$ cat config.mk
export PLATFORM = sky130hd
export DESIGN_NAME = pdm_regs
export DESIGN_NICKNAME = d
export VERILOG_FILES = /design/src/rtl/pdm_pkg.sv /design/src/rtl/pdm_regs.sv
export SDC_FILE = /design/constraint.sdc
export NUM_CORES = 1
export LEC_CHECK = 0
export ABC_CLOCK_PERIOD_IN_PS = 3700
export BUFFER_PORTS_ARGS = -buffer_cell sky130_fd_sc_hd__buf_2
export CAP_MARGIN = 30
export CORE_MARGIN = 2
export CORE_UTILIZATION = 55
export CTS_BUF_LIST = sky130_fd_sc_hd__clkbuf_16
export DETAILED_ROUTE_END_ITERATION = 6
export GPL_TIMING_DRIVEN = 0
export PLACE_DENSITY_LB_ADDON = 0.2
export SYNTH_ARGS = -nofsm -noshare
export SYNTH_HDL_FRONTEND = slang
export SYNTH_SLANG_ARGS = --single-unit
$ cat constraint.sdc
create_clock -name i_ref_clk -period 3.7 [get_ports i_ref_clk]
set_clock_uncertainty 0.2 [all_clocks]
set_input_delay 0.185 -clock i_ref_clk [delete_from_list [all_inputs] [get_ports i_ref_clk]]
set_output_delay 0.185 -clock i_ref_clk [all_outputs]
set_load 0.02 [all_outputs]
$ cat src/rtl/pdm_pkg.sv
package pdm_pkg;

   // Register byte addresses
   localparam logic [15:0] PDM_ADDR_AR_ABORT  = 16'h1A0A;
   localparam logic [15:0] PDM_ADDR_WARMUP    = 16'h1A0B;
   localparam logic [15:0] PDM_ADDR_COOLDOWN  = 16'h1A0C;
   localparam logic [15:0] PDM_ADDR_RECEIVER_CONTROL_A  = 16'h1A40;

   // Abort reason flag positions
   localparam int PDM_AR_SW_ABORT_BIT = 1;
   localparam int PDM_AR_BUSY_BIT     = 3;
   localparam int PDM_AR_RX_BIT       = 6;
   localparam logic [7:0] PDM_AR_MASK = 8'h4A;

   // Receiver control A field positions
   localparam int PDM_RXC_FLUSH_BIT = 3;
   localparam int PDM_RXC_EN_BIT    = 4;
   localparam int PDM_RXC_LOOP_BIT  = 5;
   localparam logic [7:0] PDM_RXC_MASK = 8'h38;

   // Values after reset
   localparam logic [7:0] PDM_RST_AR_ABORT = 8'h00;
   localparam logic [7:0] PDM_RST_WARMUP   = 8'h00;
   localparam logic [7:0] PDM_RST_COOLDOWN = 8'h00;
   localparam logic [7:0] PDM_RST_RECEIVER_CONTROL_A = 8'h00;

   // Power delay timing: count unit of 2**3 clocks plus extra clocks
   localparam int PDM_UNIT_SHIFT   = 3;
   localparam int PDM_WARMUP_EXTRA = 5;
   localparam int PDM_COOL_EXTRA   = 2;

   // Register access request
   typedef struct packed {
      logic [15:0] addr;
      logic        wr;
      logic        rd;
      logic [7:0]  wdata;
   } pdm_reg_req_t;

   // Events from the auto-response engine
   typedef struct packed {
      logic rx_abort;
      logic line_busy;
      logic sw_abort;
   } pdm_ar_evt_t;

   // Transmitter power sequencing states
   typedef enum logic [1:0] {
      PDM_TX_IDLE   = 2'b00,
      PDM_TX_WARMUP = 2'b01,
      PDM_TX_ACTIVE = 2'b10,
      PDM_TX_COOL   = 2'b11
   } pdm_tx_state_t;

endpackage

$ cat src/rtl/pdm_regs.sv
`timescale 1ns/100ps
// Contract
// - Set abort flags frozen until software clears
// - Several abort flags may set together
// - Bit 6 set on reception during waits
// - Bit 3 set on busy line after turnaround
// - Bit 1 set on software abort
// - Hardware sets flags, write one clears
// - Warmup waits count times eight plus five
// - Cooldown waits count times eight plus two
// - Loopback bit lets receiver hear own transmissions
// - Receiver enable bit starts and stops reception
// - Enable change applies after current reception
// - Hard or cable reset clears receiver enable
// - Resets ignored until enable set once
// - Detection persists after enable cleared
// - Protocol reset leaves receiver enable alone
// - Flush bit resets the receiver queue
// - Flush bit holds receiver until cleared
// - Protocol layer reset also resets receiver
module pdm_regs
   import pdm_pkg::*;
#(
   parameter int CNT_W = 11
) (
   // Clock and resets
   input  wire logic         i_ref_clk,
   input  wire logic         i_reset,
   input  wire logic         i_mac_soft_reset,
   input  wire logic         i_protocol_layer_reset,
   // Register access
   input  wire pdm_reg_req_t i_reg,
   output logic [7:0]        o_reg_rdata,
   // Auto-response abort causes
   input  wire pdm_ar_evt_t  i_ar_evt,
   output logic              o_auto_reply_aborted_event,
   // Transmitter power sequencing
   input  wire logic         i_tx_start,
   input  wire logic         i_tx_done,
   output logic              o_tx_power_on,
   output logic              o_tx_ready,
   // Receiver side
   input  wire logic         i_rx_busy,
   input  wire logic         i_hard_reset_seen,
   input  wire logic         i_cable_reset_seen,
   output logic              o_rx_enable,
   output logic              o_loopback,
   output logic              o_rx_queue_reset,
   output logic              o_link_reset_det
);

   // Counter must hold 255*8+4
   generate
      if (CNT_W < 11) begin : g_chk
         $error("CNT_W too small for power delay counts");
      end
   endgenerate

   // Package constants the datapath relies on
   generate
      if (PDM_WARMUP_EXTRA < 1 || PDM_COOL_EXTRA < 1) begin : g_chk_extra
         $error("Power delay extra clocks must be at least one");
      end
      if (PDM_AR_RX_BIT > 7 || PDM_AR_BUSY_BIT > 7
          || PDM_AR_SW_ABORT_BIT > 7) begin : g_chk_ar_pos
         $error("Abort flag position outside the register");
      end
      if (PDM_RXC_FLUSH_BIT > 7 || PDM_RXC_EN_BIT > 7
          || PDM_RXC_LOOP_BIT > 7) begin : g_chk_rxc_pos
         $error("Receiver control field outside the register");
      end
   endgenerate

   logic [7:0]          ar_abort_r;
   logic [7:0]          warmup_r;
   logic [7:0]          cooldown_r;
   logic [7:0]          rx_ctl_r;
   logic                rx_armed_r;
   pdm_tx_state_t       tx_state_r;
   logic [CNT_W-1:0]    tx_cnt_r;
   logic [7:0]          ar_set_nxt;
   logic                wr_abort;
   logic                wr_warm;
   logic                wr_cool;
   logic                wr_rxc;
   logic                link_reset;
   logic [CNT_W-1:0]    warm_load;
   logic [CNT_W-1:0]    cool_load;

   // Write decode
   always_comb begin
      wr_abort = 1'b0;
      wr_warm  = 1'b0;
      wr_cool  = 1'b0;
      wr_rxc   = 1'b0;
      if (i_reg.wr && i_reg.addr == PDM_ADDR_AR_ABORT) begin
         wr_abort = 1'b1;
      end else if (i_reg.wr && i_reg.addr == PDM_ADDR_WARMUP) begin
         wr_warm = 1'b1;
      end else if (i_reg.wr && i_reg.addr == PDM_ADDR_COOLDOWN) begin
         wr_cool = 1'b1;
      end else if (i_reg.wr && i_reg.addr == PDM_ADDR_RECEIVER_CONTROL_A) begin
         wr_rxc = 1'b1;
      end
   end

   // Abort causes gathered independently
   always_comb begin
      ar_set_nxt = 8'h00;
      ar_set_nxt[PDM_AR_RX_BIT]       = i_ar_evt.rx_abort;
      ar_set_nxt[PDM_AR_BUSY_BIT]     = i_ar_evt.line_busy;
      ar_set_nxt[PDM_AR_SW_ABORT_BIT] = i_ar_evt.sw_abort;
   end

   // Sticky abort reasons, write one to clear
   always_ff @(posedge i_ref_clk or posedge i_reset) begin
      if (i_reset) begin
         ar_abort_r <= PDM_RST_AR_ABORT;
      end else if (i_mac_soft_reset) begin
         ar_abort_r <= PDM_RST_AR_ABORT;
      end else if (ar_abort_r != 8'h00) begin
         // Frozen for hardware while any flag stands
         if (wr_abort) begin
            ar_abort_r <= ar_abort_r & ~(i_reg.wdata & PDM_AR_MASK);
         end
      end else begin
         ar_abort_r <= ar_set_nxt;
      end
   end

   // Aborted event pulse on any flag setting
   always_ff @(posedge i_ref_clk or posedge i_reset) begin
      if (i_reset) begin
         o_auto_reply_aborted_event <= 1'b0;
      end else begin
         o_auto_reply_aborted_event <= !i_mac_soft_reset
            && ar_abort_r == 8'h00 && ar_set_nxt != 8'h00;
      end
   end

   // Power-up delay count
   always_ff @(posedge i_ref_clk or posedge i_reset) begin
      if (i_reset) begin
         warmup_r <= PDM_RST_WARMUP;
      end else if (i_mac_soft_reset) begin
         warmup_r <= PDM_RST_WARMUP;
      end else if (wr_warm) begin
         warmup_r <= i_reg.wdata;
      end
   end

   // Power-down delay count
   always_ff @(posedge i_ref_clk or posedge i_reset) begin
      if (i_reset) begin
         cooldown_r <= PDM_RST_COOLDOWN;
      end else if (i_mac_soft_reset) begin
         cooldown_r <= PDM_RST_COOLDOWN;
      end else if (wr_cool) begin
         cooldown_r <= i_reg.wdata;
      end
   end

   // Delay reloads, one less since terminal count is zero
   assign warm_load = CNT_W'({warmup_r, {PDM_UNIT_SHIFT{1'b0}}})
                    + CNT_W'(PDM_WARMUP_EXTRA - 1);
   assign cool_load = CNT_W'({cooldown_r, {PDM_UNIT_SHIFT{1'b0}}})
                    + CNT_W'(PDM_COOL_EXTRA - 1);

   // Transmitter power sequencing, state and delay counter
   always_ff @(posedge i_ref_clk or posedge i_reset) begin
      if (i_reset) begin
         tx_state_r <= PDM_TX_IDLE;
         tx_cnt_r   <= '0;
      end else if (i_mac_soft_reset) begin
         tx_state_r <= PDM_TX_IDLE;
         tx_cnt_r   <= '0;
      end else begin
         case (tx_state_r)
            PDM_TX_IDLE: begin
               if (i_tx_start) begin
                  tx_state_r <= PDM_TX_WARMUP;
                  tx_cnt_r   <= warm_load;
               end
            end
            PDM_TX_WARMUP: begin
               if (tx_cnt_r == '0) begin
                  tx_state_r <= PDM_TX_ACTIVE;
               end else begin
                  tx_cnt_r <= tx_cnt_r - CNT_W'(1);
               end
            end
            PDM_TX_ACTIVE: begin
               if (i_tx_done) begin
                  tx_state_r <= PDM_TX_COOL;
                  tx_cnt_r   <= cool_load;
               end
            end
            PDM_TX_COOL: begin
               if (tx_cnt_r == '0) begin
                  tx_state_r <= PDM_TX_IDLE;
               end else begin
                  tx_cnt_r <= tx_cnt_r - CNT_W'(1);
               end
            end
            default: begin
               tx_state_r <= PDM_TX_IDLE;
            end
         endcase
      end
   end

   // Power and ready levels follow the sequencer's transitions
   always_ff @(posedge i_ref_clk or posedge i_reset) begin
      if (i_reset) begin
         o_tx_power_on <= 1'b0;
         o_tx_ready    <= 1'b0;
      end else if (i_mac_soft_reset) begin
         o_tx_power_on <= 1'b0;
         o_tx_ready    <= 1'b0;
      end else begin
         case (tx_state_r)
            PDM_TX_IDLE: begin
               if (i_tx_start) begin
                  o_tx_power_on <= 1'b1;
               end
            end
            PDM_TX_WARMUP: begin
               if (tx_cnt_r == '0) begin
                  o_tx_ready <= 1'b1;
               end
            end
            PDM_TX_ACTIVE: begin
               if (i_tx_done) begin
                  o_tx_ready <= 1'b0;
               end
            end
            PDM_TX_COOL: begin
               if (tx_cnt_r == '0) begin
                  o_tx_power_on <= 1'b0;
               end
            end
            default: begin
               o_tx_power_on <= 1'b0;
               o_tx_ready    <= 1'b0;
            end
         endcase
      end
   end

   // Link reset seen, only once receiver was armed
   assign link_reset = rx_armed_r
      && (i_hard_reset_seen || i_cable_reset_seen);

   // Receiver control; protocol reset does not touch it
   always_ff @(posedge i_ref_clk or posedge i_reset) begin
      if (i_reset) begin
         rx_ctl_r <= PDM_RST_RECEIVER_CONTROL_A;
      end else if (i_mac_soft_reset) begin
         rx_ctl_r <= PDM_RST_RECEIVER_CONTROL_A;
      end else begin
         if (wr_rxc) begin
            rx_ctl_r <= i_reg.wdata & PDM_RXC_MASK;
         end
         if (link_reset) begin
            rx_ctl_r[PDM_RXC_EN_BIT] <= 1'b0;
         end
      end
   end

   // Arm link reset detection after first enable
   always_ff @(posedge i_ref_clk or posedge i_reset) begin
      if (i_reset) begin
         rx_armed_r <= 1'b0;
      end else if (i_mac_soft_reset) begin
         rx_armed_r <= 1'b0;
      end else if (rx_ctl_r[PDM_RXC_EN_BIT]) begin
         rx_armed_r <= 1'b1;
      end
   end

   // Effective receiver enable, changes only between receptions or on soft reset
   always_ff @(posedge i_ref_clk or posedge i_reset) begin
      if (i_reset) begin
         o_rx_enable <= 1'b0;
      end else if (i_mac_soft_reset) begin
         o_rx_enable <= 1'b0;
      end else if (!i_rx_busy) begin
         o_rx_enable <= rx_ctl_r[PDM_RXC_EN_BIT];
      end
   end

   // Loopback select
   always_ff @(posedge i_ref_clk or posedge i_reset) begin
      if (i_reset) begin
         o_loopback <= 1'b0;
      end else begin
         o_loopback <= rx_ctl_r[PDM_RXC_LOOP_BIT];
      end
   end

   // Receiver queue held in reset
   always_ff @(posedge i_ref_clk or posedge i_reset) begin
      if (i_reset) begin
         o_rx_queue_reset <= 1'b1;
      end else begin
         o_rx_queue_reset <= rx_ctl_r[PDM_RXC_FLUSH_BIT]
                          || i_protocol_layer_reset
                          || i_mac_soft_reset;
      end
   end

   // Accepted link reset pulse
   always_ff @(posedge i_ref_clk or posedge i_reset) begin
      if (i_reset) begin
         o_link_reset_det <= 1'b0;
      end else begin
         o_link_reset_det <= link_reset && !i_mac_soft_reset;
      end
   end

   // Read data, unmapped reads as zero
   always_ff @(posedge i_ref_clk or posedge i_reset) begin
      if (i_reset) begin
         o_reg_rdata <= 8'h00;
      end else if (!i_reg.rd) begin
         o_reg_rdata <= 8'h00;
      end else if (i_reg.addr == PDM_ADDR_AR_ABORT) begin
         o_reg_rdata <= ar_abort_r;
      end else if (i_reg.addr == PDM_ADDR_WARMUP) begin
         o_reg_rdata <= warmup_r;
      end else if (i_reg.addr == PDM_ADDR_COOLDOWN) begin
         o_reg_rdata <= cooldown_r;
      end else if (i_reg.addr == PDM_ADDR_RECEIVER_CONTROL_A) begin
         o_reg_rdata <= rx_ctl_r;
      end else begin
         o_reg_rdata <= 8'h00;
      end
   end

endmodule

Word level (Yosys, flattened, before mapping)
Index checks and enable logic that the tools add are counted.

Register bits: 61. Input bits: 38.

$add $sub $neg: 3. Equality and inequality tests: 14. Muxes and demuxes: 48. Bitwise operators: 2. Reductions and logical operators: 29.

Operators with widths (count): two-way mux 8 bit (14); == test 16 x 13 -> 1 bit (second input constant) (4); two-way mux 11 bit (4); case mux 11 bit (3 select lines) (1); two-way mux 1 bit (21); inequality test 3 bit (second input constant) (6); nonzero test 8 bit (2); adder 11 x 1 -> 11 bit (second input constant) (1); adder 11 x 3 -> 11 bit (second input constant) (1); logical NOT 11 bit (1); subtractor 11 x 1 -> 11 bit (second input constant) (1); two-way mux 2 bit (5); AND reduction 3 bit (3); nonzero test 3 bit (3); AND 8 bit (1); logical AND 1 bit (8); logical NOT 8 bit (1); inverter 7 -> 8 bit (1); case mux 2 bit (4 select lines) (1); nonzero test 2 bit (4); == test 2 bit (second input constant) (2); case mux 1 bit (2 select lines) (2); AND reduction 4 bit (1); logical OR 1 bit (3); other kinds (5) (5).

Logic depth before layout (Yosys ltp)
Depth in word-level cells: 9. Mapped depth: 8. Mapped depth without buffers: 7.

Worst setup path before layout
OpenSTA, ideal clock, no wires.

Kind: register -> register. From: register tx_cnt_r[0]. To: register tx_cnt_r[2]. Data arrival time: 2.243 ns. Path slack: 1.136 ns. Cell stages (with the launch flop): 8. Period minus slack after synthesis: 2.564 ns. Cells stage by stage: dfrtp_1 -> inv_1 -> ha_1 -> or3b_2 -> clkbuf_1 -> nor4_2 -> a21oi_1 -> a22o_1.

Word-level cells in the longest chain between the ends: 4. Elaborated cells between the ends (all ways): 7. Classes of those cells: 1 x add/sub; 1 x eq/ne; 3 x mux; 2 x reduce/logical.

Ends and longest elaborated chain: start, declared (RTL line pdm_regs.sv:80) `logic [CNT_W-1:0] tx_cnt_r;`; start signal, assigned (RTL line pdm_regs.sv:182) `tx_cnt_r <= warm_load;`; start signal, assigned (RTL line pdm_regs.sv:189) `tx_cnt_r <= tx_cnt_r - CNT_W'(1);`; start signal, assigned (RTL line pdm_regs.sv:195) `tx_cnt_r <= cool_load;`; subtractor 11 x 1 -> 11 bit (RTL line pdm_regs.sv:189, pdm_regs.sv:202); two-way mux 11 bit (RTL line pdm_regs.sv:186, pdm_regs.sv:199); case mux 11 bit (3 select lines) (RTL line pdm_regs.sv:178) `case (tx_state_r)`; two-way mux 11 bit (RTL line pdm_regs.sv:174) `end else if (i_mac_soft_reset) begin`.

Several ways; a longest one is shown, not always the timed one. The select of a mux whose other input is x is not followed. A chain may end at the register's enable or synchronous reset.

Worst setup path after layout
From: register tx_cnt_r[0]. To: register tx_cnt_r[9].

The elaborated chain is that of the path after synthesis.

==> results by group <==
Logic synthesis
  – Synthesis Warnings: 0
  – Synthesized area per cell: 9.34 um^2
  – Post-synth top cells: dfrtp_1, nor2_1, a21oi_1
  – Yosys top cell by area: dfrtp_1
  – Post-synthesis sequential area ratio: 0.459
  – Mapped Cells: between 200 and 300
  – Synthesized flop and latch total: between 50 and 60
  – Top-count cell post-synth: dfrtp_1
  – Synth top area share: 0.450
  – Library cells used by synthesis: 51
  – Synth Cell Area: between 2000 and 3000 um^2
  – Synth area leaders: dfrtp_1, a21oi_1, nor2_1
  – EDFF count, synth: 0
  – Mapped Nets: 342
  – Asr flop ratio synth: 1.00
  – Top_reg_cell synth: dfrtp_1

Power
  – Gate power share: 0.392
  – Worst VDD drop: ~0.00045 V
  – Clock power frac: 0.249
  – Sequential power share: 0.359
  – Pwr Total: 1.92 mW
  – Switching power: roughly 0.75 mW
  – Pint: about 1.2 mW
  – Lkg Pwr: approximately 1.6 nW
  – Sw frac: 0.390
  – P per Cell Area: roughly 550 nW/um^2

Floorplanning
  – Die width: between 70 and 80 um
  – Row cnt: 25
  – CORE AREA: about 4800 um^2
  – Die area: approximately 5600 um^2
  – Initial core utilization: 0.581
  – Die Ht: around 75 um
  – Ports: between 50 and 60

Critical path
  – CP max stage cell: nor4_2
  – Critical path capture point type: flop
  – Slowest stage delay, CP: roughly 0.79 ns
  – Startpoint type of the worst setup path: flop
  – Worst path cell trace: inv_1 -> ha_1 -> or3b_2 -> clkbuf_1 -> nor4_2 -> a21oi_1 -> o21ai_0 -> o21ai_0
  – CP dominant cell by count: o21ai_0
  – Worst Path Class, Setup: reg2reg
  – CP required: around 3.7 ns
  – Worst r2r src: tx_cnt_r[0]$_DFFE_PP0P_
  – Largest delay share family, worst path: simple AND/OR/NAND/NOR gates
  – Worst Path Buf+Inv: 2
  – CP startpoint: tx_cnt_r[0]$_DFFE_PP0P_
  – CP max FO: 9
  – Critical path arrival: roughly 3.2 ns

Timing
  – Hold_ws: about 0.011 ns
  – Max transition margin: 0.376
  – Upper clock frequency limit: 0.314 GHz
  – Fin crit period: 3.19 ns
  – RSZ-0062 raised after global routing: no
  – Final Setup Violations: 0
  – Worst Tran Pin Value: just over 0.9 ns
  – Setup total negative slack: 0 ns
  – Final hold violation count: 0
  – Final Max Slew Viols: 0
  – Crit share post-route: 0.862
  – Setup ws final: 0.511 ns

Global route
  – Met1 Use GR: 0.390
  – GRT overflow: 0
  – Met3 Resource Use GR: 0.0442
  – Tot GR Track Use: 0.270
  – M2 GR Usage: 0.437
  – Vias in the first global route: 2299
  – Pin count of the biggest net entering global routing: 42
  – First-pass GRT wire length: 11.5 mm
  – Busiest metal layer after global routing: met2
  – Antenna violations before repair: 0

Placed design
  – Setup WS pre-CTS: ~0.68 ns
  – Routability cong.: roughly 0.97
  – Cell total after placement: approximately 420
  – PortBufs: around 50
  – Placed Area: about 3100 um^2
  – Post-DP HPWL: roughly 5.1 mm

Cells and area
  – Final instance area: approximately 3500 um^2
  – Final core utilization: 0.724
  – Diodes inserted: 0
  – Layout cells sized above 1: 0.224
  – Area growth, synth to finish: 24.5%
  – Nets: between 400 and 500
  – Finished Layout Cells: around 440

Clocking
  – CTS max path bufs: 2
  – CTS tree: built
  – Post-CTS sizing: 0
  – # hold bufs at CTS: 17
  – Clk sinks: slightly above 50
  – Worst-Skew Late Latency: slightly below 0.3 ns
  – Root buffer cell: clkbuf_16
  – Postcts setup bufs: 0
  – CTS buffer count: 5
  – Max H-tree Level: 2
  – Clock transition at path regs: 0.07 ns

Routing
  – Antenna Nets Post-Route: 0
  – Detailed-route via count: 2591
  – # DRC: 0
  – Final WL: 7.15 mm
  – Vias per cell: roughly 5.9
  – 1st-iter DRT viols: 190
  – Routed wire per std cell: 16.2 um
  – Drt first pass iters: 5

Outcome
  – Status: finished, final reports clean

Min path
  – Min-delay src: i_cable_reset_seen
  – Hold Crit Class: in2reg

Run
  – MaxCap Viol Count: 0
## cell families after synthesis
logic type      count (synthesis)  share of synthesized area
flops                          51                      0.459
fa+ha+maj                       6                     0.0270
simple gates                  125                      0.241
mux                            11                     0.0396
buf+inv                        27                     0.0526
compound gates                 76                      0.174
xor+xnor                        2                    0.00630
## worst register-to-register path, cell delays in order (launching register included)
cell	delay [ns]
dfrtp_1	0.41
inv_1	0.09
ha_1	0.19
or3b_2	0.45
clkbuf_1	0.17
nor4_2	0.79
a21oi_1	0.43
o21ai_0	0.22
o21ai_0	0.11
## registers in the layout, summed over array words and instances (netlist names), 2 cells and up
register and cells:
tx_cnt_r 11, cooldown_r 8, o_reg_rdata 8, warmup_r 8, ar_abort_r 3, rx_ctl_r 3
tx_state_r 2
## cell usage in the layout (no fill, tap or decap), types with 2 or more instances in the layout
cell	synthesis	final
or4_1	4	4
o31ai_1	3	3
and3_1	2	2
nand3_1	18	18
nor2b_1	3	3
inv_1	12	11
mux2i_1	11	11
nor2_1	33	33
dlygate4sd3_1	0	17
or3b_2	2	2
nand2_1	24	24
o21ai_0	19	19
ha_1	6	6
clkbuf_8	3	3
nand4_1	2	2
a32o_1	2	2
a22oi_1	5	5
or2_2	4	4
nor4_1	6	6
a21oi_1	26	26
a32oi_1	2	2
clkbuf_1	7	7
dfrtp_1	50	50
inv_6	0	2
nor4_2	2	2
nand2b_1	3	3
a211oi_1	3	3
nor3_1	11	11
buf_2	3	54
clkbuf_16	0	5
a22o_1	4	4
a221oi_1	5	5
nor3b_1	2	2
## power groups by stage
stage | sequential [mW] | combinational (mW) | clock, mW
6_report | 0.688 | 0.752 | 0.477
5_1_grt | 0.697 | 0.841 | 0.503
4_1_cts | 0.687 | 0.735 | 0.477
3_3_place_gp | 0.696 | 0.703 | 0
2_1_floorplan | 0.696 | 0.536 | 0
3_5_place_dp | 0.697 | 0.716 | 0
## cell type report
cell class | instances | area (um^2)
buffer | 15 | 101
clock buffer | 5 | 125
clock inverter | 3 | 26.3
fill | 389 | 1320
inverter | 12 | 45.0
multi-input combinational | 220 | 1360
sequential | 51 | 1280
tap | 67 | 83.8
timing repair buffer | 69 | 445
## per-layer routing
| metal | up-vias | routed length [um] |
|---|---|---|
| met5 | - | 0 |
| met4 | 0 | 69 |
| met3 | 8 | 344 |
| met2 | 90 | 3440 |
| met1 | 1261 | 3300 |
| li1 | 1232 | - |
## path summary, 6_finish.rpt
path	cells past startpoint	slack (ns)	to
setup / recovery	8	0.51	tx_cnt_r[9]$_DFFE_PP0P_
hold / removal	3	0.01	o_link_reset_det$_DFF_PP0_
setup reg to reg	8	0.51	tx_cnt_r[9]$_DFFE_PP0P_
hold reg to reg	0	0.22	o_loopback$_DFF_PP0_
max in group asynchronous	4	2.58	o_rx_queue_reset$_DFF_PP1_
min in group asynchronous	3	0.17	tx_cnt_r[1]$_DFFE_PP0P_
(Power assumes the default switching activity.)
